### src/rtl/muting_regs.svh
// register offsets, field positions, reset values and timing counts of the muting logic
// assumes a byte-addressed plain register port with 32-bit data
`ifndef MUTING_REGS_SVH
`define MUTING_REGS_SVH

`define CLK_FREQ_MHZ       250

`define REG_CTRL           8'h00
`define REG_CONC_LIMIT     8'h04
`define REG_TOTAL_LIMIT    8'h08
`define REG_STATUS         8'h0c
`define REG_FAULT          8'h10

`define CTRL_PREGATE_BIT   0
`define CTRL_LAMPMON_BIT   1
`define CTRL_TEST_BIT      2
`define CTRL_CONC_BIT      3
`define CTRL_TOTAL_BIT     4
`define CTRL_CURTAIN_BIT   5
`define CTRL_LED_BIT       6
`define CTRL_WIDTH         7
`define CTRL_RESET         7'h02

`define FAULT_CONC_BIT     0
`define FAULT_TOTAL_BIT    1
`define FAULT_LAMP_BIT     2
`define FAULT_TEST_BIT     3
`define FAULT_SEQ_BIT      4
`define FAULT_WIDTH        5

`define CONC_TIME_MS       3000
`define TOTAL_TIME_MS      10000
`define TEST_PERIOD_MS     100
`define TEST_WINDOW_NS     2000
`define LAMP_SETTLE_NS     10000

// least times round up to whole cycles
`define TEST_WINDOW_CYC    ((`TEST_WINDOW_NS * `CLK_FREQ_MHZ + 999) / 1000)
`define LAMP_SETTLE_CYC    ((`LAMP_SETTLE_NS * `CLK_FREQ_MHZ + 999) / 1000)

`endif

### src/rtl/muting_pkg.sv
// types shared by the muting logic and its timers
// assumes muting_regs.svh for field widths
`include "muting_regs.svh"
package muting_pkg;

    typedef enum logic [1:0] {
        ST_IDLE  = 2'b00,
        ST_CYCLE = 2'b01,
        ST_MUTE  = 2'b10,
        ST_LOCK  = 2'b11
    } mute_state_t;

    typedef struct packed {
        logic led;
        logic curtainEnd;
        logic totalEn;
        logic concEn;
        logic testEn;
        logic lampMon;
        logic pregate;
    } ctrl_t;

    typedef struct packed {
        logic [31:0] count;
    } timer_state_t;

endpackage : muting_pkg

### src/rtl/timer_if.sv
// run/limit/expired bundle between the muting core and one of its timers
// assumes a single clock shared by both ends
`timescale 1ns/1ps
interface timer_if;
    logic        run;
    logic [31:0] limit;
    logic        expired;
    modport ctl (output run, output limit, input expired);
    modport tmr (input run, input limit, output expired);
endinterface : timer_if

### src/rtl/crossed_pair_muting.sv
// crossed-pair muting evaluation with optional pre-gate, lamp supervision and sensor test
// assumes sensor and lamp-sense inputs already synchronous to clk, active high
`timescale 1ns/1ps
`include "muting_regs.svh"

////////////////////////////////////////////////////////////////////////////////
module crossed_pair_muting #(
    parameter logic [31:0] CONC_CYCLES  = 32'(64'(`CONC_TIME_MS) * 64'(`CLK_FREQ_MHZ) * 64'd1000),
    parameter logic [31:0] TOTAL_CYCLES = 32'(64'(`TOTAL_TIME_MS) * 64'(`CLK_FREQ_MHZ) * 64'd1000),
    parameter logic [31:0] TEST_PERIOD  = 32'(64'(`TEST_PERIOD_MS) * 64'(`CLK_FREQ_MHZ) * 64'd1000)
) (
    input  wire logic        clk,
    input  wire logic        rst_n,
    input  wire logic [7:0]  regAddr,
    input  wire logic [31:0] regWdata,
    input  wire logic        regWrite,
    input  wire logic        regRead,
    output logic      [31:0] regRdata,
    input  wire logic        pair_sensor_first,
    input  wire logic        pair_sensor_second,
    input  wire logic        pre_gate_sensor,
    input  wire logic        curtainClear,
    input  wire logic        lampSense,
    output logic             safetyOut,
    output logic             mutingActive,
    output logic             mutingLamp,
    output logic             mutingLed,
    output logic             sensorTestOut
);
    localparam logic [9:0]  TEST_LAST  = 10'(`TEST_WINDOW_CYC - 1);
    localparam logic [31:0] LAMP_LIMIT = 32'(`LAMP_SETTLE_CYC);

    typedef struct packed {
        muting_pkg::mute_state_t   state;
        logic                      preSeen;
        logic                      curtainBroken;
        logic                      testing;
        logic [9:0]                testCnt;
        muting_pkg::ctrl_t         ctrl;
        logic [31:0]               concLimit;
        logic [31:0]               totalLimit;
        logic [`FAULT_WIDTH-1:0]   faults;
        logic [31:0]               rdata;
    } core_t;

    core_t s;
    core_t next_s;
    logic  bothPair;
    logic  anySensor;
    logic  inhibit;
    logic  [`FAULT_WIDTH-1:0] faultSet;
    logic  [`FAULT_WIDTH-1:0] faultClr;

    timer_if tif[4] ();

    ////////////////////////////////////////////////////////////////////////////
    // timers: 0 concurrence, 1 total time, 2 test period, 3 lamp supervision
    genvar gi;
    generate
        for (gi = 0; gi < 4; gi++)
        begin : g_timer
            mute_timer u_timer (
                .clk   (clk),
                .rst_n (rst_n),
                .tif   (tif[gi])
            );
        end
    endgenerate

    assign tif[0].run   = (s.state == muting_pkg::ST_CYCLE) && s.ctrl.concEn
                          && (pair_sensor_first ^ pair_sensor_second);
    assign tif[0].limit = s.concLimit;
    // the installer sizes this limit for the whole passage
    assign tif[1].run   = (s.state == muting_pkg::ST_MUTE) && s.ctrl.totalEn;
    assign tif[1].limit = s.totalLimit;
    assign tif[2].run   = s.ctrl.testEn && (s.state == muting_pkg::ST_IDLE)
                          && !anySensor && !s.testing;
    assign tif[2].limit = TEST_PERIOD;
    assign tif[3].run   = s.ctrl.lampMon && (s.state == muting_pkg::ST_MUTE)
                          && !lampSense;
    assign tif[3].limit = LAMP_LIMIT;

    ////////////////////////////////////////////////////////////////////////////
    // next state
    assign bothPair  = pair_sensor_first && pair_sensor_second;
    // pre-gate input starts or holds no cycle in plain two-sensor mode
    assign anySensor = pair_sensor_first || pair_sensor_second
                       || (s.ctrl.pregate && pre_gate_sensor);
    // a dead lamp or failed sensor test forbids any new muting start
    assign inhibit   = s.faults[`FAULT_LAMP_BIT] || s.faults[`FAULT_TEST_BIT];

    always_comb
    begin
        next_s   = s;
        faultSet = '0;
        faultClr = '0;
        next_s.rdata = 32'h0000_0000;

        if (regWrite)
        begin
            unique case (regAddr)
                `REG_CTRL:        next_s.ctrl = regWdata[`CTRL_WIDTH-1:0];
                `REG_CONC_LIMIT:  next_s.concLimit = regWdata;
                `REG_TOTAL_LIMIT: next_s.totalLimit = regWdata;
                `REG_FAULT:       faultClr = regWdata[`FAULT_WIDTH-1:0];
                default:          ;
            endcase
        end
        if (regRead)
        begin
            unique case (regAddr)
                `REG_CTRL:        next_s.rdata = {25'h000_0000, s.ctrl};
                `REG_CONC_LIMIT:  next_s.rdata = s.concLimit;
                `REG_TOTAL_LIMIT: next_s.rdata = s.totalLimit;
                `REG_STATUS:      next_s.rdata = {16'h0000, 3'h0, s.faults, 3'h0,
                                                  s.testing, s.preSeen, s.curtainBroken, s.state};
                `REG_FAULT:       next_s.rdata = {27'h000_0000, s.faults};
                default:          next_s.rdata = 32'h0000_0000;
            endcase
        end

        unique case (s.state)
            muting_pkg::ST_IDLE:
            begin
                next_s.curtainBroken = 1'b0;
                if (s.testing)
                begin
                    next_s.testCnt = s.testCnt + 10'h001;
                    if (s.testCnt == TEST_LAST)
                    begin
                        next_s.testing = 1'b0;
                        if (!bothPair)
                            faultSet[`FAULT_TEST_BIT] = 1'b1;
                    end
                end
                else if (anySensor)
                begin
                    next_s.state   = muting_pkg::ST_CYCLE;
                    next_s.preSeen = pre_gate_sensor && !bothPair;
                end
                else if (tif[2].expired)
                begin
                    next_s.testing = 1'b1;
                    next_s.testCnt = 10'h000;
                end
            end
            muting_pkg::ST_CYCLE:
            begin
                if (pre_gate_sensor && !bothPair)
                    next_s.preSeen = 1'b1;
                if (!anySensor)
                    next_s.state = muting_pkg::ST_IDLE;
                else if (tif[0].expired)
                begin
                    next_s.state = muting_pkg::ST_LOCK;
                    faultSet[`FAULT_CONC_BIT] = 1'b1;
                end
                else if (bothPair)
                begin
                    if (inhibit)
                        next_s.state = muting_pkg::ST_LOCK;
                    else if (!s.ctrl.pregate)
                        next_s.state = muting_pkg::ST_MUTE;
                    else if (pre_gate_sensor && s.preSeen)
                        next_s.state = muting_pkg::ST_MUTE;
                    else
                    begin
                        // pair reached first: wrong direction for pre-gate mode
                        next_s.state = muting_pkg::ST_LOCK;
                        faultSet[`FAULT_SEQ_BIT] = 1'b1;
                    end
                end
            end
            muting_pkg::ST_MUTE:
            begin
                if (!curtainClear)
                    next_s.curtainBroken = 1'b1;
                if (!bothPair)
                    next_s.state = muting_pkg::ST_LOCK;
                else if (tif[1].expired)
                begin
                    next_s.state = muting_pkg::ST_LOCK;
                    faultSet[`FAULT_TOTAL_BIT] = 1'b1;
                end
                else if (tif[3].expired)
                begin
                    next_s.state = muting_pkg::ST_LOCK;
                    faultSet[`FAULT_LAMP_BIT] = 1'b1;
                end
                else if (s.ctrl.curtainEnd && s.curtainBroken && curtainClear)
                    next_s.state = muting_pkg::ST_LOCK;
            end
            muting_pkg::ST_LOCK:
            begin
                if (!anySensor)
                    next_s.state = muting_pkg::ST_IDLE;
            end
        endcase

        // hardware set wins over a software clear in the same cycle
        next_s.faults = (s.faults & ~faultClr) | faultSet;
    end

    always_ff @(posedge clk)
    begin
        if (!rst_n)
        begin
            s            <= '0;
            s.state      <= muting_pkg::ST_IDLE;
            s.ctrl       <= `CTRL_RESET;
            s.concLimit  <= CONC_CYCLES;
            s.totalLimit <= TOTAL_CYCLES;
        end
        else
            s <= next_s;
    end

    ////////////////////////////////////////////////////////////////////////////
    // outputs
    assign regRdata      = s.rdata;
    assign mutingActive  = (s.state == muting_pkg::ST_MUTE);
    assign mutingLamp    = mutingActive;
    assign mutingLed     = mutingActive && s.ctrl.led;
    assign sensorTestOut = s.testing;
    // combinational so an interruption outside muting trips in the same cycle
    assign safetyOut     = curtainClear || mutingActive;
endmodule : crossed_pair_muting

### src/rtl/mute_timer.sv
// elapsed-time counter: counts while run is high, restarts when run drops
// assumes limit is stable while run is high
`timescale 1ns/1ps
module mute_timer (
    input  wire logic clk,
    input  wire logic rst_n,
    timer_if.tmr      tif
);
    muting_pkg::timer_state_t s;
    muting_pkg::timer_state_t next_s;

    always_comb
    begin
        next_s = s;
        if (!tif.run)
            next_s.count = 32'h0000_0000;
        else if (s.count != 32'hffff_ffff)
            next_s.count = s.count + 32'h0000_0001;
    end

    always_ff @(posedge clk)
    begin
        if (!rst_n)
            s <= '0;
        else
            s <= next_s;
    end

    // saturating count, so a stuck run cannot wrap back under the limit
    assign tif.expired = tif.run && (s.count >= tif.limit);
endmodule : mute_timer

### config.mk
export PLATFORM = sky130hd
export DESIGN_NAME = crossed_pair_muting
export DESIGN_NICKNAME = d
export VERILOG_FILES = /design/src/rtl/muting_pkg.sv /design/src/rtl/timer_if.sv /design/src/rtl/crossed_pair_muting.sv /design/src/rtl/mute_timer.sv
export VERILOG_INCLUDE_DIRS = /design/src /design/src/rtl
export SDC_FILE = /design/constraint.sdc
export NUM_CORES = 1
export LEC_CHECK = 0
export BUFFER_PORTS_ARGS = -buffer_cell sky130_fd_sc_hd__buf_2
export CORE_MARGIN = 1
export CORE_UTILIZATION = 55
export CTS_CLUSTER_SIZE = 8
export DETAILED_ROUTE_END_ITERATION = 16
export PLACE_DENSITY = 0.7
export SETUP_SLACK_MARGIN = 0.02
export SLEW_MARGIN = 20
export SYNTH_ARGS = -nofsm -noshare
export SYNTH_HDL_FRONTEND = slang
export SYNTH_SLANG_ARGS = --single-unit
export TNS_END_PERCENT = 1
### constraint.sdc
create_clock -name clk -period 6.55 [get_ports clk]
set_clock_uncertainty 0.15 [all_clocks]
set_input_delay 0.655 -clock clk [delete_from_list [all_inputs] [get_ports clk]]
set_output_delay 0.655 -clock clk [all_outputs]
set_load 0.01 [all_outputs]
# Word-level counts from Yosys, hierarchy flattened
# Index checks and enable logic that the tools add are counted.
word_totals:
  regBits: 251
  latch_bits: 0
  ramBits: 0
  romBits: 0
  inputBits: 49
  output_inout_bits: 37
  elab_cells: 141
  mem_count: 0
op_classes:
  addsub: 5
  multipliers: 0
  div: 0
  order_cmp: 4
  eq_ne: 20
  shifts: 0
  mux: 44
  bitwise_logic: 4
  reduce_logical: 44
op_table:
  columns: ["operator", "n"]
  rows:
  - ["$pmux W32 S5", 1]
  - ["$add A32 B1 Y32 const B", 4]
  - ["$ne A32 B32 Y1 const B", 4]
  - ["$ge A32 B32 Y1", 2]
  - ["$mux W11", 3]
  - ["$ge A32 B12 Y1 const B", 1]
  - ["$ge A32 B25 Y1 const B", 1]
  - ["$mux W2", 12]
  - ["$mux W1", 21]
  - ["$logic_and A1 B1 Y1", 19]
  - ["$reduce_and A2 Y1", 9]
  - ["$eq A8 B4 Y1 const B", 2]
  - ["$add A10 B1 Y10 const B", 1]
  - ["$eq A10 B9 Y1 const B", 1]
  - ["$mux W5", 2]
  - ["$ne A2 B2 Y1 const B", 5]
  - ["$eq A8 B3 Y1 const B", 1]
  - ["$eq A8 B5 Y1 const B", 1]
  - ["$logic_not A8 Y1", 1]
  - ["$pmux W2 S4", 1]
  - ["$mux W3", 2]
  - ["$reduce_bool A2 Y1", 3]
  - ["$and A5 B5 Y5", 1]
  - ["$ne A5 B2 Y1 const B", 1]
  - ["other kinds (14)", 22]

# Depth between registers and ports, before layout
# Gate-level depths: netlist (run 1).
logic_depth:
  ltp_word: 9
  depth_mapped: 10
  mapped_depth_nobuf: 9

# Modules after synthesis
# Synthesis (run 1) repeated with hierarchy kept, for this count alone.
unflattened:
  hier_cells: 1841
  hier_area_um2: 15564.9
by_module_without_submodules:
  columns: ["mod", "n_inst", "cells_each", "area_each_um2", "seq_area_each_um2"]
  rows:
  - ["mute_timer at g_timer[0].u_timer ...", 3, 296, 2447.3, 640.6]
  - ["crossed_pair_muting", 1, 644, 5724.2, 2462.4]
  - ["mute_timer at g_timer[3].u_timer", 1, 309, 2498.6, 640.6]

# Least setup slack after synthesis (run 1)
# OpenSTA, ideal clock, no wires.
synth_path:
  path_kind: "input port to flip-flop"
  start: "input port pair_sensor_first"
  end: "register s[121] (netlist bit)"
  setup_ns: 0.062
  arrival_time_ns: 2.605
  required_ns: 6.338
  setup_slack_ns: 3.733
  path_stages: 9
  n_path_buf: 0
  path_cell_list: "inv_1 ha_1 nand4b_1 or4_1 or4_1 a2111oi_2 nor2_1 a41o_1 nor2_2"
synth_between:
  elab_chain_cells: 6
  elab_cells_between_ends: 15
  classes_between: "4 x eq/ne; 4 x mux; 1 x bitwise; 6 x reduce/logical"
synth_lines:
  columns: ["item", "line_no", "rtl"]
  rows:
  - ["start, declared", "crossed_pair_muting.sv:19", "input wire logic pair_sensor_first,"]
  - ["$xor A1 B1 Y1", "crossed_pair_muting.sv:71", "&& (pair_sensor_first ^ pair_sensor_second);"]
  - ["$logic_and A1 B1 Y1", "crossed_pair_muting.sv:71", null]
  - ["$logic_and A1 B1 Y1", "mute_timer.sv:30", "assign tif.expired = tif.run && (s.count >= tif.limit);"]
  - ["$mux W2", "crossed_pair_muting.sv:153", "else if (tif[0].expired)"]
  - ["$mux W2", "crossed_pair_muting.sv:151", "if (!anySensor)"]
  - ["$pmux W2 S4", "crossed_pair_muting.sv:122", "unique case (s.state)"]
  - ["end signal, assigned", "crossed_pair_muting.sv:215", "s <= next_s;"]
  - ["end, declared", "crossed_pair_muting.sv:46", "core_t s;"]
# Parallel ways exist; a longest one is shown, timed or not.
# A chain may end at the register's enable or synchronous reset.

# Worst setup path in the final report (run 1)
layout_path:
  start: "input port regAddr[5]"
  end: "register s (netlist bit tif[1].limit[21])"
layout_between:
  elab_chain_cells: 2
layout_lines:
  columns: ["item", "line_no", "rtl"]
  rows:
  - ["start, declared", "crossed_pair_muting.sv:14", "input wire logic [7:0] regAddr,"]
  - ["$eq A8 B4 Y1", "crossed_pair_muting.sv:101", "unique case (regAddr)"]
  - ["$reduce_and A2 Y1 (no line)", null, null]
# Every way passes these cells.

==> results of run 1 <==
==> state kept, by name (all words and copies together), names as in the netlist, named ones only <==
register / cells
g_timer.u_timer.s: 128
regRdata: 32
s: 25
sensorTestOut: 1
tif.limit: 64
==> cell families (layout without fill, tap and decap cells) <==
kind of cell | count (synthesis) | count (layout) | synth area share [%]
adders and majority gates | 73 | 73 | 7.23
DFF | 251 | 251 | 39.8
buffers and inverters | 183 | 223 | 6.62
AOI/OAI and AO/OA | 236 | 236 | 12.6
muxes | 3 | 3 | 0.247
and+or+nand+nor | 682 | 682 | 25.6
xor gates and xnor gates | 114 | 114 | 7.90
==> layout by cell type (no fill, tap or decap), types with 46 or more instances in the layout <==
cell and instances:
inv_1 89, nand2_1 212, xor2_1 57, nand4_1 46, xnor2_1 57, nand3_1 72
ha_1 73, a21oi_1 46, buf_2 85, nor2_1 198, dfxtp_1 251
==> worst max-delay path by stage <==
stage / from / to / depth (start not counted)
final: regAddr[5] / tif[1].limit[21] / 9
after floorplan: pair_sensor_first / s[121] / 9
after global routing: regAddr[5] / tif[1].limit[10] / 10
after detailed placement: regAddr[5] / tif[1].limit[15] / 9
after CTS: regAddr[5] / tif[1].limit[21] / 10
after global placement: regAddr[5] / tif[1].limit[28] / 9
==> power by group <==
group / switching, mW / internal [mW]
logic: 0.0377 / 0.0235
registers: 0.00353 / 1.53
clock network: 0.639 / 1.02
total: 0.681 / 2.57
==> layout make-up <==
class	instances	area, um^2
fill	2002	8580
multi-input combinational	1108	6800
sequential	251	5020
clock buffer	38	951
timing repair buffer	94	493
tap	285	357
inverter	89	334
clock inverter	2	23.8
==> per-layer routing <==
metal	vias up	wire (um)	GRT usage [%]	share of wire (%)
met5	-	0	0	0
met3	51	1820	4.14	6.0
met4	0	679	8.81	2.2
li1	5340	-	-	-
met2	295	14100	42.7	46
met1	5008	13700	35.1	45
==> worst register-to-register path: cells and delay by family (launching register included) <==
| kind | cells | cell delay (ns) |
|---|---|---|
| flip-flops | 1 | 0.33 |
| AND/OR/NAND/NOR | 6 | 2.38 |
| AO/OA/AOI/OAI | 1 | 0.14 |
==> metrics by stage <==
stage	util, %	hold slack (ns)	std cells	total power [mW]
CTS	61.9	0.238	1867	3.28
detailed placement	57.6	0.299	1827	1.63
floorplan	-	0.285	1542	1.59
finish	62.0	0.258	1867	3.25
global route	62.0	0.254	1867	3.36
global placement	57.6	0.291	1827	1.63
==> metrics.md, run 1 <==
| Metric | Value |
|---|---|
| Pre-CTS setup slack | `2.85 ns` |
| Cell Area, Placed | `around 0.013 mm^2` |
| RSZ-0062 raised after global routing | `false` |
| Commonest cells post-synth | `dfxtp_1 (251), nand2_1 (214), nor2_1 (198)` |
| Sink Count | `251` |
| Num CTS Buffers | `37` |
| Synth Area per Inst | `around 8 um^2` |
| P&R area growth vs syn | `10.7%` |
| Std-Cell Rows | `55` |
| CTS root buf | `clkbuf_16` |
| CP max FO | `26` |
| Reg-to-reg startpoint | `g_timer[3].u_timer.s[9]` |
| CTS tree | `yes` |
| Synth top area share | `between 30% and 40%` |
| Remaining global-route overflow | `0` |
| Top cells by area, synth | `dfxtp_1 (40%), ha_1 (7.2%), nand2_1 (6.4%), nor2_1 (5.9%), xnor2_1 (3.9%)` |
| Hold_buf cts | `0` |
| Final instance area | `around 0.014 mm^2` |
| Final WL | `just over 30,000 um` |
| I/O Buffers | `85` |
| Largest delay contributor family on the critical path | `simple AND/OR/NAND/NOR gates` |
| Highest Clock Rate | `306 MHz` |
| Global Route Usage Sum | `about a quarter` |
| Crit path kind | `in2reg` |
| Most instantiated library cell after synthesis | `dfxtp_1` |
| Hold_sp | `regWdata[24]` |
| Fin. max-slew vios | `0` |
| Synth area leader | `dfxtp_1` |
| Vias per inst | `between 5 and 6` |
| Initial antenna violation count | `0` |
| Final ANT Viol Nets | `0` |
| Cell variety after synth | `between 60 and 70` |
| H-Tree Depth | `2` |
| Post-Syn Nets | `1,664` |
| Worst path max stage delay | `~0.56 ns` |
| Crit-path cells | `buf_2 -> or4_1 -> nor3_1 -> and2_1 -> nor2b_2 -> buf_4 -> nand2_1 -> nand2_1 -> a21boi_1` |
| Largest net degree at the start of global routing | `94` |
| Die width | `between 150 and 200 um` |
| Number of synthesized register bits | `251` |
| Number of synthesized flops with an enable pin | `0` |
| Diode count | `0` |
| Residual DRC | `0` |
| Final cycle utilization of the critical path | `~50%` |
| Worst reg-to-reg path cell count | `7` |
| CP bufs+invs | `2` |
| Drt first pass iters | `8` |
| Initial Utilization | `roughly 56%` |
| MaxCap Viol Count | `0` |
| Initial DRC Count | `between 500 and 600` |
| VDD IR max | `approximately 0.15 mV` |
| Postcts setup bufs | `0` |
| Fin crit period | `about 3.3 ns` |
| Clk_lat worst skew | `~0.51 ns` |
| Post-DP HPWL | `about 22,000 um` |
| Final Setup Violations | `0` |
| Proportion of layout cells with a drive suffix above 1 | `a little under a tenth` |
| Final layout net count | `around 1,700` |
| Reg2Reg Capture Point | `g_timer[3].u_timer.s[31]` |
| Async SR Flop Fraction | `0%` |
| Least-Margin Pin Slew | `roughly 0.9 ns` |
| Worst Slack Setup Final | `approximately 3.3 ns` |
| Mapped cell area | `0.0126 mm^2` |
| Hold path endpoint | `tif[1].limit[24]` |
| Max_slew headroom | `roughly two fifths` |
| Via count | `roughly 11,000` |
| Pwr dens | `roughly 230 mW/mm^2` |
| WHS Path Cells | `3` |
| Worst Hold Class | `in2reg` |
| GPL Wtd Cong | `0.867` |
| Req. time, crit path | `between 6 and 7 ns` |
| Vias in the first global route | `around 10,000` |
| Io pins | `between 80 and 90` |
| Outcome | `finished clean` |
| Reg-to-reg slack, setup | `approximately 3.5 ns` |
| Core Region | `around 0.023 mm^2` |
| Die Area | `0.0236 mm^2` |
| WL/cell | `16.2 um` |
| Crit path launch type | `input port` |
| Top FF cell, synth | `dfxtp_1` |
| Most numerous cell on the critical path | `nand2_1` |
| Setup tns final | `0 ns` |
| CTS resizes | `0` |
| Slowest cell on the critical path | `nand2_1` |
| First-pass GRT wire length | `50,300 um` |
| Post-synthesis cell count | `around 1,500` |
| Die Y | `~150 um` |
| Ys Warns | `0` |
| Worst-case clock buffer depth | `3` |
| Register area share after synthesis | `~40%` |
| Arrival @ worst endpoint | `3.51 ns` |
| Worst setup EP type | `register` |
| Clock-pin slew on the worst setup and hold paths | `around 0.050 ns` |
| P_leak | `between 5 and 6 nW` |
| Final hold viol count | `0` |
No activity file was read; power rests on OpenSTA's default activity.
==> run 2: changes to the inputs <==
--- a/config.mk
+++ b/config.mk
@@ -11,7 +11,7 @@
 export CORE_UTILIZATION = 55
 export CTS_CLUSTER_SIZE = 8
 export DETAILED_ROUTE_END_ITERATION = 16
-export PLACE_DENSITY = 0.7
+export PLACE_DENSITY = 0.72
 export SETUP_SLACK_MARGIN = 0.02
 export SLEW_MARGIN = 20
 export SYNTH_ARGS = -nofsm -noshare
==> constraint.sdc (replaced) <==
create_clock -name clk -period 2.8 [get_ports clk]
set_clock_uncertainty 0.15 [all_clocks]
set_input_delay 0.28 -clock clk [delete_from_list [all_inputs] [get_ports clk]]
set_output_delay 0.28 -clock clk [all_outputs]
set_load 0.01 [all_outputs]
==> run 2 against run 1 <==
- sequential power increased by 130%
- global-route usage increased by 0.25 points
- sequential share of layout area decreased by 1.4 points
- non-clock buffer count increased by 59
- wire length increased by 3.1%
- critical path type is now reg2reg
- largest cell class unchanged
==> metrics.md, run 2 (synthesized netlist as in run 1, its figures left out) <==
| Metric | Value |
|---|---|
| Final WL | `31,300 um (was 30,300 um)` |
| WL/cell | `16.2 um (about the same)` |
| Least-Margin Pin Slew | `0.705 ns (was 0.900 ns)` |
| Residual DRC | `0 (unchanged)` |
| Vias in the first global route | `10,200 (was 10,100)` |
| Internal | `5.98 mW (was 2.57 mW)` |
| P_leak | `5.34 nW (was 5.08 nW)` |
| Initial Utilization | `56.0% (unchanged)` |
| I/O Buffers | `85 (unchanged)` |
| Slowest cell on the critical path | `or4_1 (was nand2_1)` |
| Pre-CTS setup slack | `-0.0395 ns (was 2.85 ns)` |
| Final Setup Violations | `0 (unchanged)` |
| Max_slew headroom | `52.7% (was 40.0%)` |
| Global Route Usage Sum | `26.4% (was 26.1%)` |
| Fin crit period | `2.68 ns` |
| H-Tree Depth | `2 (unchanged)` |
| Sequential power share | `47.5% (was 47.2%)` |
| First-pass GRT wire length | `50,400 um (was 50,300 um)` |
| Worst Slack Setup Final | `0.124 ns (was 3.28 ns)` |
| CTS tree | `yes (unchanged)` |
| Largest net degree at the start of global routing | `63 (was 94)` |
| Hold_sp | `curtainClear (was regWdata[24])` |
| Final layout net count | `1,762 (was 1,703)` |
| Worst path max stage delay | `0.55 ns (was 0.56 ns)` |
| CP max FO | `3 (was 26)` |
| GPL Wtd Cong | `0.856 (was 0.867)` |
| Pwr dens | `519 mW/mm^2 (was 233 mW/mm^2)` |
| Fillers | `1,940 (was 2,002)` |
| RSZ-0062 raised after global routing | `false (unchanged)` |
| Worst-case clock buffer depth | `3 (unchanged)` |
| Die Y | `154 um (unchanged)` |
| Outcome | `finished clean (unchanged)` |
| Sw Share | `20.8% (was 20.9%)` |
| Crit path launch type | `register (was input port)` |
| Fin. max-slew vios | `0 (unchanged)` |
| P_sw | `1.57 mW (was 681 uW)` |
| Diode count | `0 (unchanged)` |
| Final hold viol count | `0 (unchanged)` |
| Most numerous cell on the critical path | `nor2_2 (was nand2_1)` |
| Core Region | `0.0226 mm^2 (unchanged)` |
| Clock-pin slew on the worst setup and hold paths | `0.05 ns (about the same)` |
| VDD IR max | `0.367 mV (was 0.152 mV)` |
| Proportion of layout cells with a drive suffix above 1 | `10.7% (was 9.54%)` |
| Crit path kind | `reg2reg (was in2reg)` |
| Post-DP HPWL | `22,100 um (was 21,800 um)` |
| Commonest non-fill, non-tap cells in the layout | `dfxtp_1 (251), nand2_1 (214), nor2_1 (197) (was dfxtp_1 (251), nand2_1 (212), nor2_1 (198))` |
| CP Launch Point | `tif[0].limit[31] (was regAddr[5])` |
| Drt first pass iters | `5 (was 8)` |
| MaxCap Viol Count | `0 (unchanged)` |
| Largest Register | `g_timer.u_timer.s (unchanged)` |
| CTS root buf | `clkbuf_16 (unchanged)` |
| Commonest non-fill, non-tap cell in the layout | `dfxtp_1 (unchanged)` |
| Sink Count | `251 (unchanged)` |
| Final ANT Viol Nets | `0 (unchanged)` |
| Crit-path cells | `inv_1 -> ha_1 -> nand4_1 -> or4_1 -> or4_4 -> a2111oi_4 -> nor2_2 -> a41o_1 -> nor2_2 (was buf_2 -> or4_1 -> nor3_1 -> and2_1 -> nor2b_2 -> buf_4 -> nand2_1 -> nand2_1 -> a21boi_1)` |
| Num CTS Buffers | `37 (unchanged)` |
| P&R area growth vs syn | `15.1% (was 10.7%)` |
| Worst Hold Margin | `0.0397 ns (was 0.258 ns)` |
| Postcts setup bufs | `0 (unchanged)` |
| Clk_lat worst skew | `0.50 ns (was 0.51 ns)` |
| Final instance count without filler cells | `1,924 (was 1,867)` |
| Clock Power Share | `49.9% (was 50.9%)` |
| Multi-input logic area | `0.00682 mm^2 (was 0.00680 mm^2)` |
| Worst Hold Class | `in2reg (unchanged)` |
| Largest register FFs | `128 (unchanged)` |
| Initial DRC Count | `619 (was 588)` |
| Worst setup EP type | `register (unchanged)` |
| Logic pwr share | `2.5% (was 1.9%)` |
| Register Area | `0.00502 mm^2 (unchanged)` |
| Req. time, crit path | `3.09 ns (was 6.79 ns)` |
| Die width | `154 um (unchanged)` |
| Reg-to-reg startpoint | `tif[0].limit[31] (was g_timer[3].u_timer.s[9])` |
| Highest Clock Rate | `around 370 MHz` |
| Die Area | `0.0236 mm^2 (unchanged)` |
| Dpl cells | `1,852 (was 1,827)` |
| Remaining global-route overflow | `0 (unchanged)` |
| Io pins | `86 (unchanged)` |
| Vias per inst | `5.69 (was 5.73)` |
| Std-Cell Rows | `55 (unchanged)` |
| Via count | `10,900 (was 10,700)` |
| Final cycle utilization of the critical path | `approximately 96%` |
| Arrival @ worst endpoint | `2.96 ns (was 3.51 ns)` |
| Initial antenna violation count | `0 (unchanged)` |
[run 2: worst paths after layout]
kind                                   endpoint  slack (ns)  cells after the start
worst max-delay path                     s[121]        0.12                      9
worst min-delay path                     s[119]        0.04                      3
worst max register to register           s[121]        0.12                      9
worst min register to register  tif[1].limit[4]        0.30                      2
[run 2: area by class of cell]
cell class / count / area share, %
repair buffers: 153 / 7.36
clock inverters: 1 / 0.0516
well taps: 285 / 2.45
clock buffers: 37 / 6.37
multi-input cells: 1108 / 46.9
inverters: 89 / 2.30
flip-flops and latches: 251 / 34.5
[run 2: stage by stage]
stage	setup TNS (ns)	cell area [um^2]	util, %	power (mW)
global route	0	14500	64.4	7.77
finish	0	14500	64.4	7.55
CTS	0	14500	64.3	7.63
global placement	0	13200	58.7	3.81
detailed placement	-0.0693	13200	58.7	3.81
floorplan	0	12600	-	3.73
[run 2: power by group through the flow]
stage          Combinational (mW)  Sequential, mW  Clock (mW)
2_1_floorplan              0.0681            3.66           0
3_3_place_gp                0.150            3.66           0
3_5_place_dp                0.150            3.66           0
4_1_cts                     0.187            3.59        3.85
5_1_grt                     0.204            3.58        3.98
6_report                    0.192            3.59        3.77
[run 2: routing by layer]
layer | up-vias | share of wire [%] | global-route usage [%]
met3 | 65 | 5.7 | 4.54
li1 | 5472 | - | -
met4 | 0 | 3.0 | 10.0
met5 | - | 0 | 0
met1 | 5099 | 45 | 34.0
met2 | 309 | 47 | 44.0
[run 2: what timing repair did]
action | in CTS | in global routing
endpoints found under the hold margin | 78 | 0
setup endpoints to repair | 0 | 3
resized for setup | 0 | 4
hold buffers | 34 | 0
[run 2: critical path, delay by kind of cell, from the launching register on]
family	cells	cell delay (ns)
AND/OR/NAND/NOR	5	1.30
AO/OA/AOI/OAI	2	0.44
flip-flops	1	0.35
adder cells (fa/ha/maj)	1	0.30
buffers and inverters	1	0.07
==> run 3: changes to the inputs <==
--- a/config.mk
+++ b/config.mk
@@ -11,7 +11,7 @@
 export CORE_UTILIZATION = 55
 export CTS_CLUSTER_SIZE = 8
 export DETAILED_ROUTE_END_ITERATION = 16
-export PLACE_DENSITY = 0.72
+export PLACE_DENSITY = 0.7
 export SETUP_SLACK_MARGIN = 0.02
 export SLEW_MARGIN = 20
 export SYNTH_ARGS = -nofsm -noshare
==> constraint.sdc (replaced) <==
create_clock -name clk -period 2.83 [get_ports clk]
set_clock_uncertainty 0.15 [all_clocks]
set_input_delay 0.283 -clock clk [delete_from_list [all_inputs] [get_ports clk]]
set_output_delay 0.283 -clock clk [all_outputs]
set_load 0.01 [all_outputs]
==> run 3 against run 2 <==
- combinational power barely moved
- fmax down 2.4%
- wire length hardly changed
- clock power increased by 5%
- critical endpoint unchanged
- flip-flop and latch count did not move
- hold slack gained 0.0071 ns
- die area unchanged
- setup slack worse by 0.035 ns
- via count is 0.87% higher
- cell area increased by 0.33%
- cell count is essentially flat
==> metrics.md, run 3 (synthesized netlist as in run 1, its figures left out) <==
| Metric | Value |
|---|---|
| Commonest non-fill, non-tap cell in the layout | `dfxtp_1 (unchanged)` |
| Worst setup EP type | `register (unchanged)` |
| Worst reg-to-reg path cell count | `11 (was 9)` |
| Pwr dens | `526 mW/mm^2 (was 519 mW/mm^2)` |
| Crit-path cells | `inv_1 -> ha_1 -> and4_1 -> a221oi_1 -> buf_4 -> o211ai_1 -> o2111ai_1 -> buf_4 -> nor4bb_1 -> buf_4 -> nor2_2 (was inv_1 -> ha_1 -> nand4_1 -> or4_1 -> or4_4 -> a2111oi_4 -> nor2_2 -> a41o_1 -> nor2_2)` |
| Postcts setup bufs | `0 (unchanged)` |
| Pre-CTS setup slack | `-0.0178 ns (was -0.0395 ns)` |
| Vias in the first global route | `10,400 (was 10,200)` |
| Commonest non-fill, non-tap cells in the layout | `dfxtp_1 (251), nand2_1 (214), nor2_1 (197) (unchanged)` |
| WL/cell | `16.2 um (about the same)` |
| Arrival @ worst endpoint | `2.99 ns (was 2.96 ns)` |
| Clock-pin slew on the worst setup and hold paths | `0.05 ns (about the same)` |
| MaxCap Viol Count | `0 (unchanged)` |
| Largest Register | `g_timer.u_timer.s (unchanged)` |
| Largest register FFs | `128 (unchanged)` |
| CTS tree | `yes (unchanged)` |
| Reg-to-reg startpoint | `tif[1].limit[23] (was tif[0].limit[31])` |
| Hold path endpoint | `s[102] (was s[119])` |
| Residual DRC | `0 (unchanged)` |
| Vias per inst | `5.74 (was 5.69)` |
| Post-layout util | `64.6% (was 64.4%)` |
| Global Route Usage Sum | `27.0% (was 26.4%)` |
| Final hold viol count | `0 (unchanged)` |
| Clk_lat worst skew | `0.51 ns (was 0.50 ns)` |
| Initial Utilization | `56.0% (unchanged)` |
| P&R area growth vs syn | `15.4% (was 15.1%)` |
| H-Tree Depth | `2 (unchanged)` |
| Die Area | `0.0236 mm^2 (unchanged)` |
| Most numerous cell on the critical path | `buf_4 (was nor2_2)` |
| Num CTS Buffers | `37 (unchanged)` |
| CTS root buf | `clkbuf_16 (unchanged)` |
| Fin crit period | `2.74 ns (was 2.68 ns)` |
| Outcome | `finished clean (unchanged)` |
| RSZ-0062 raised after global routing | `false (unchanged)` |
| Worst Hold Class | `in2reg (unchanged)` |
| Final Setup Violations | `0 (unchanged)` |
| Reg2Reg Capture Point | `s[121] (unchanged)` |
| CP max FO | `3 (unchanged)` |
| Highest Clock Rate | `365 MHz (was 374 MHz)` |
| Io pins | `86 (unchanged)` |
| GPL Wtd Cong | `0.852 (was 0.856)` |
| Slowest cell on the critical path | `dfxtp_1 (was or4_1)` |
| Final WL | `31,200 um (was 31,300 um)` |
| Least-Margin Pin Slew | `0.738 ns (was 0.705 ns)` |
| I/O Buffers | `85 (unchanged)` |
| Initial antenna violation count | `0 (unchanged)` |
| Worst Slack Setup Final | `0.0892 ns (was 0.124 ns)` |
| Final layout net count | `1,759 (was 1,762)` |
| Fillers | `1,938 (was 1,940)` |
| Crit path kind | `reg2reg (unchanged)` |
| Crit path launch type | `register (unchanged)` |
| WHS Path Cells | `3 (unchanged)` |
| Initial DRC Count | `754 (was 619)` |
| Final cycle utilization of the critical path | `96.8% (was 95.6%)` |
| Die Y | `154 um (unchanged)` |
| Final ANT Viol Nets | `0 (unchanged)` |
| VDD IR max | `0.419 mV (was 0.367 mV)` |
| Hold_sp | `regWrite (was curtainClear)` |
| Sink Count | `251 (unchanged)` |
| Std-Cell Rows | `55 (unchanged)` |
| Drt first pass iters | `6 (was 5)` |
| Largest net degree at the start of global routing | `76 (was 63)` |
| CP bufs+invs | `4 (was 1)` |
| Req. time, crit path | `3.08 ns (was 3.09 ns)` |
| P_leak | `5.36 nW (was 5.34 nW)` |
| Reg-to-reg slack, setup | `0.09 ns (was 0.12 ns)` |
| Via count | `11,000 (was 10,900)` |
| Die width | `154 um (unchanged)` |
| Remaining global-route overflow | `0 (unchanged)` |
| Worst path max stage delay | `0.36 ns (was 0.55 ns)` |
| First-pass GRT wire length | `51,800 um (was 50,400 um)` |
| Worst-case clock buffer depth | `3 (unchanged)` |
| Core Region | `0.0226 mm^2 (unchanged)` |
| Diode count | `0 (unchanged)` |
| Post-DP HPWL | `22,000 um (was 22,100 um)` |
| Max_slew headroom | `50.3% (was 52.7%)` |
| Proportion of layout cells with a drive suffix above 1 | `10.7% (about the same)` |
| Fin. max-slew vios | `0 (unchanged)` |
| Largest delay contributor family on the critical path | `buffers and inverters (was simple AND/OR/NAND/NOR gates)` |
[run 3: what timing repair did]
action,4_1_cts,5_1_grt
setup endpoints to repair,0,5
hold endpoints to repair,72,0
resized for setup,0,4
hold buffers,34,0
[run 3: layer usage]
metal,up-vias,track usage (%),part of all wire [%]
met1,5155,35.0,44
li1,5460,-,-
met2,358,45.5,47
met5,-,0,0
met4,0,9.67,2.8
met3,67,4.17,6.2
[run 3: layout make-up]
| cell class | instances | area [um^2] | area share [%] |
|---|---|---|---|
| flip-flops and latches | 251 | 5020 | 34.4 |
| well taps | 285 | 357 | 2.44 |
| inverters | 89 | 334 | 2.29 |
| clock inverters | 2 | 13.8 | 0.0943 |
| repair buffers | 150 | 1050 | 7.19 |
| multi-input cells | 1108 | 6820 | 46.8 |
| clock buffers | 40 | 990 | 6.78 |
[run 3: worst register-to-register path, delay by kind of cell (launching register included)]
| family | cells | cell delay [ns] |
|---|---|---|
| AO/OA/AOI/OAI | 3 | 0.62 |
| adder cells (fa/ha/maj) | 1 | 0.29 |
| buffers and inverters | 4 | 0.63 |
| flip-flops | 1 | 0.36 |
| AND/OR/NAND/NOR | 3 | 0.57 |
[run 3: metrics by stage]
stage          hold WS, ns  power (mW)  instance area (um^2)  instances  TNS, ns
5_1_grt             0.0521        7.90                 14600       1925        0
6_report            0.0468        7.68                 14600       1925        0
2_1_floorplan        0.268        3.69                 12600       1542        0
4_1_cts             0.0198        7.74                 14600       1925        0
3_3_place_gp         0.290        3.77                 13200       1849        0
3_5_place_dp         0.300        3.77                 13200       1849  -0.0178
[run 3: worst max path at each step]
stage / from / end / slack [ns] / cells past startpoint
after CTS: tif[0].limit[31] / s[121] / 0.12 / 9
after global routing: tif[1].limit[17] / s[121] / 0.02 / 12
final: tif[1].limit[23] / s[121] / 0.09 / 11
after detailed placement: pair_sensor_first / s[121] / -0.02 / 10
after floorplan: tif[0].limit[31] / s[121] / 0.35 / 9
after global placement: pair_sensor_first / s[121] / 0.04 / 10
[run 3: power by group]
group	leakage, nW	internal [mW]	switching (mW)
clock	0.496	2.43	1.51
sequential	2.02	3.55	0.00349
combinational	2.84	0.0911	0.0987
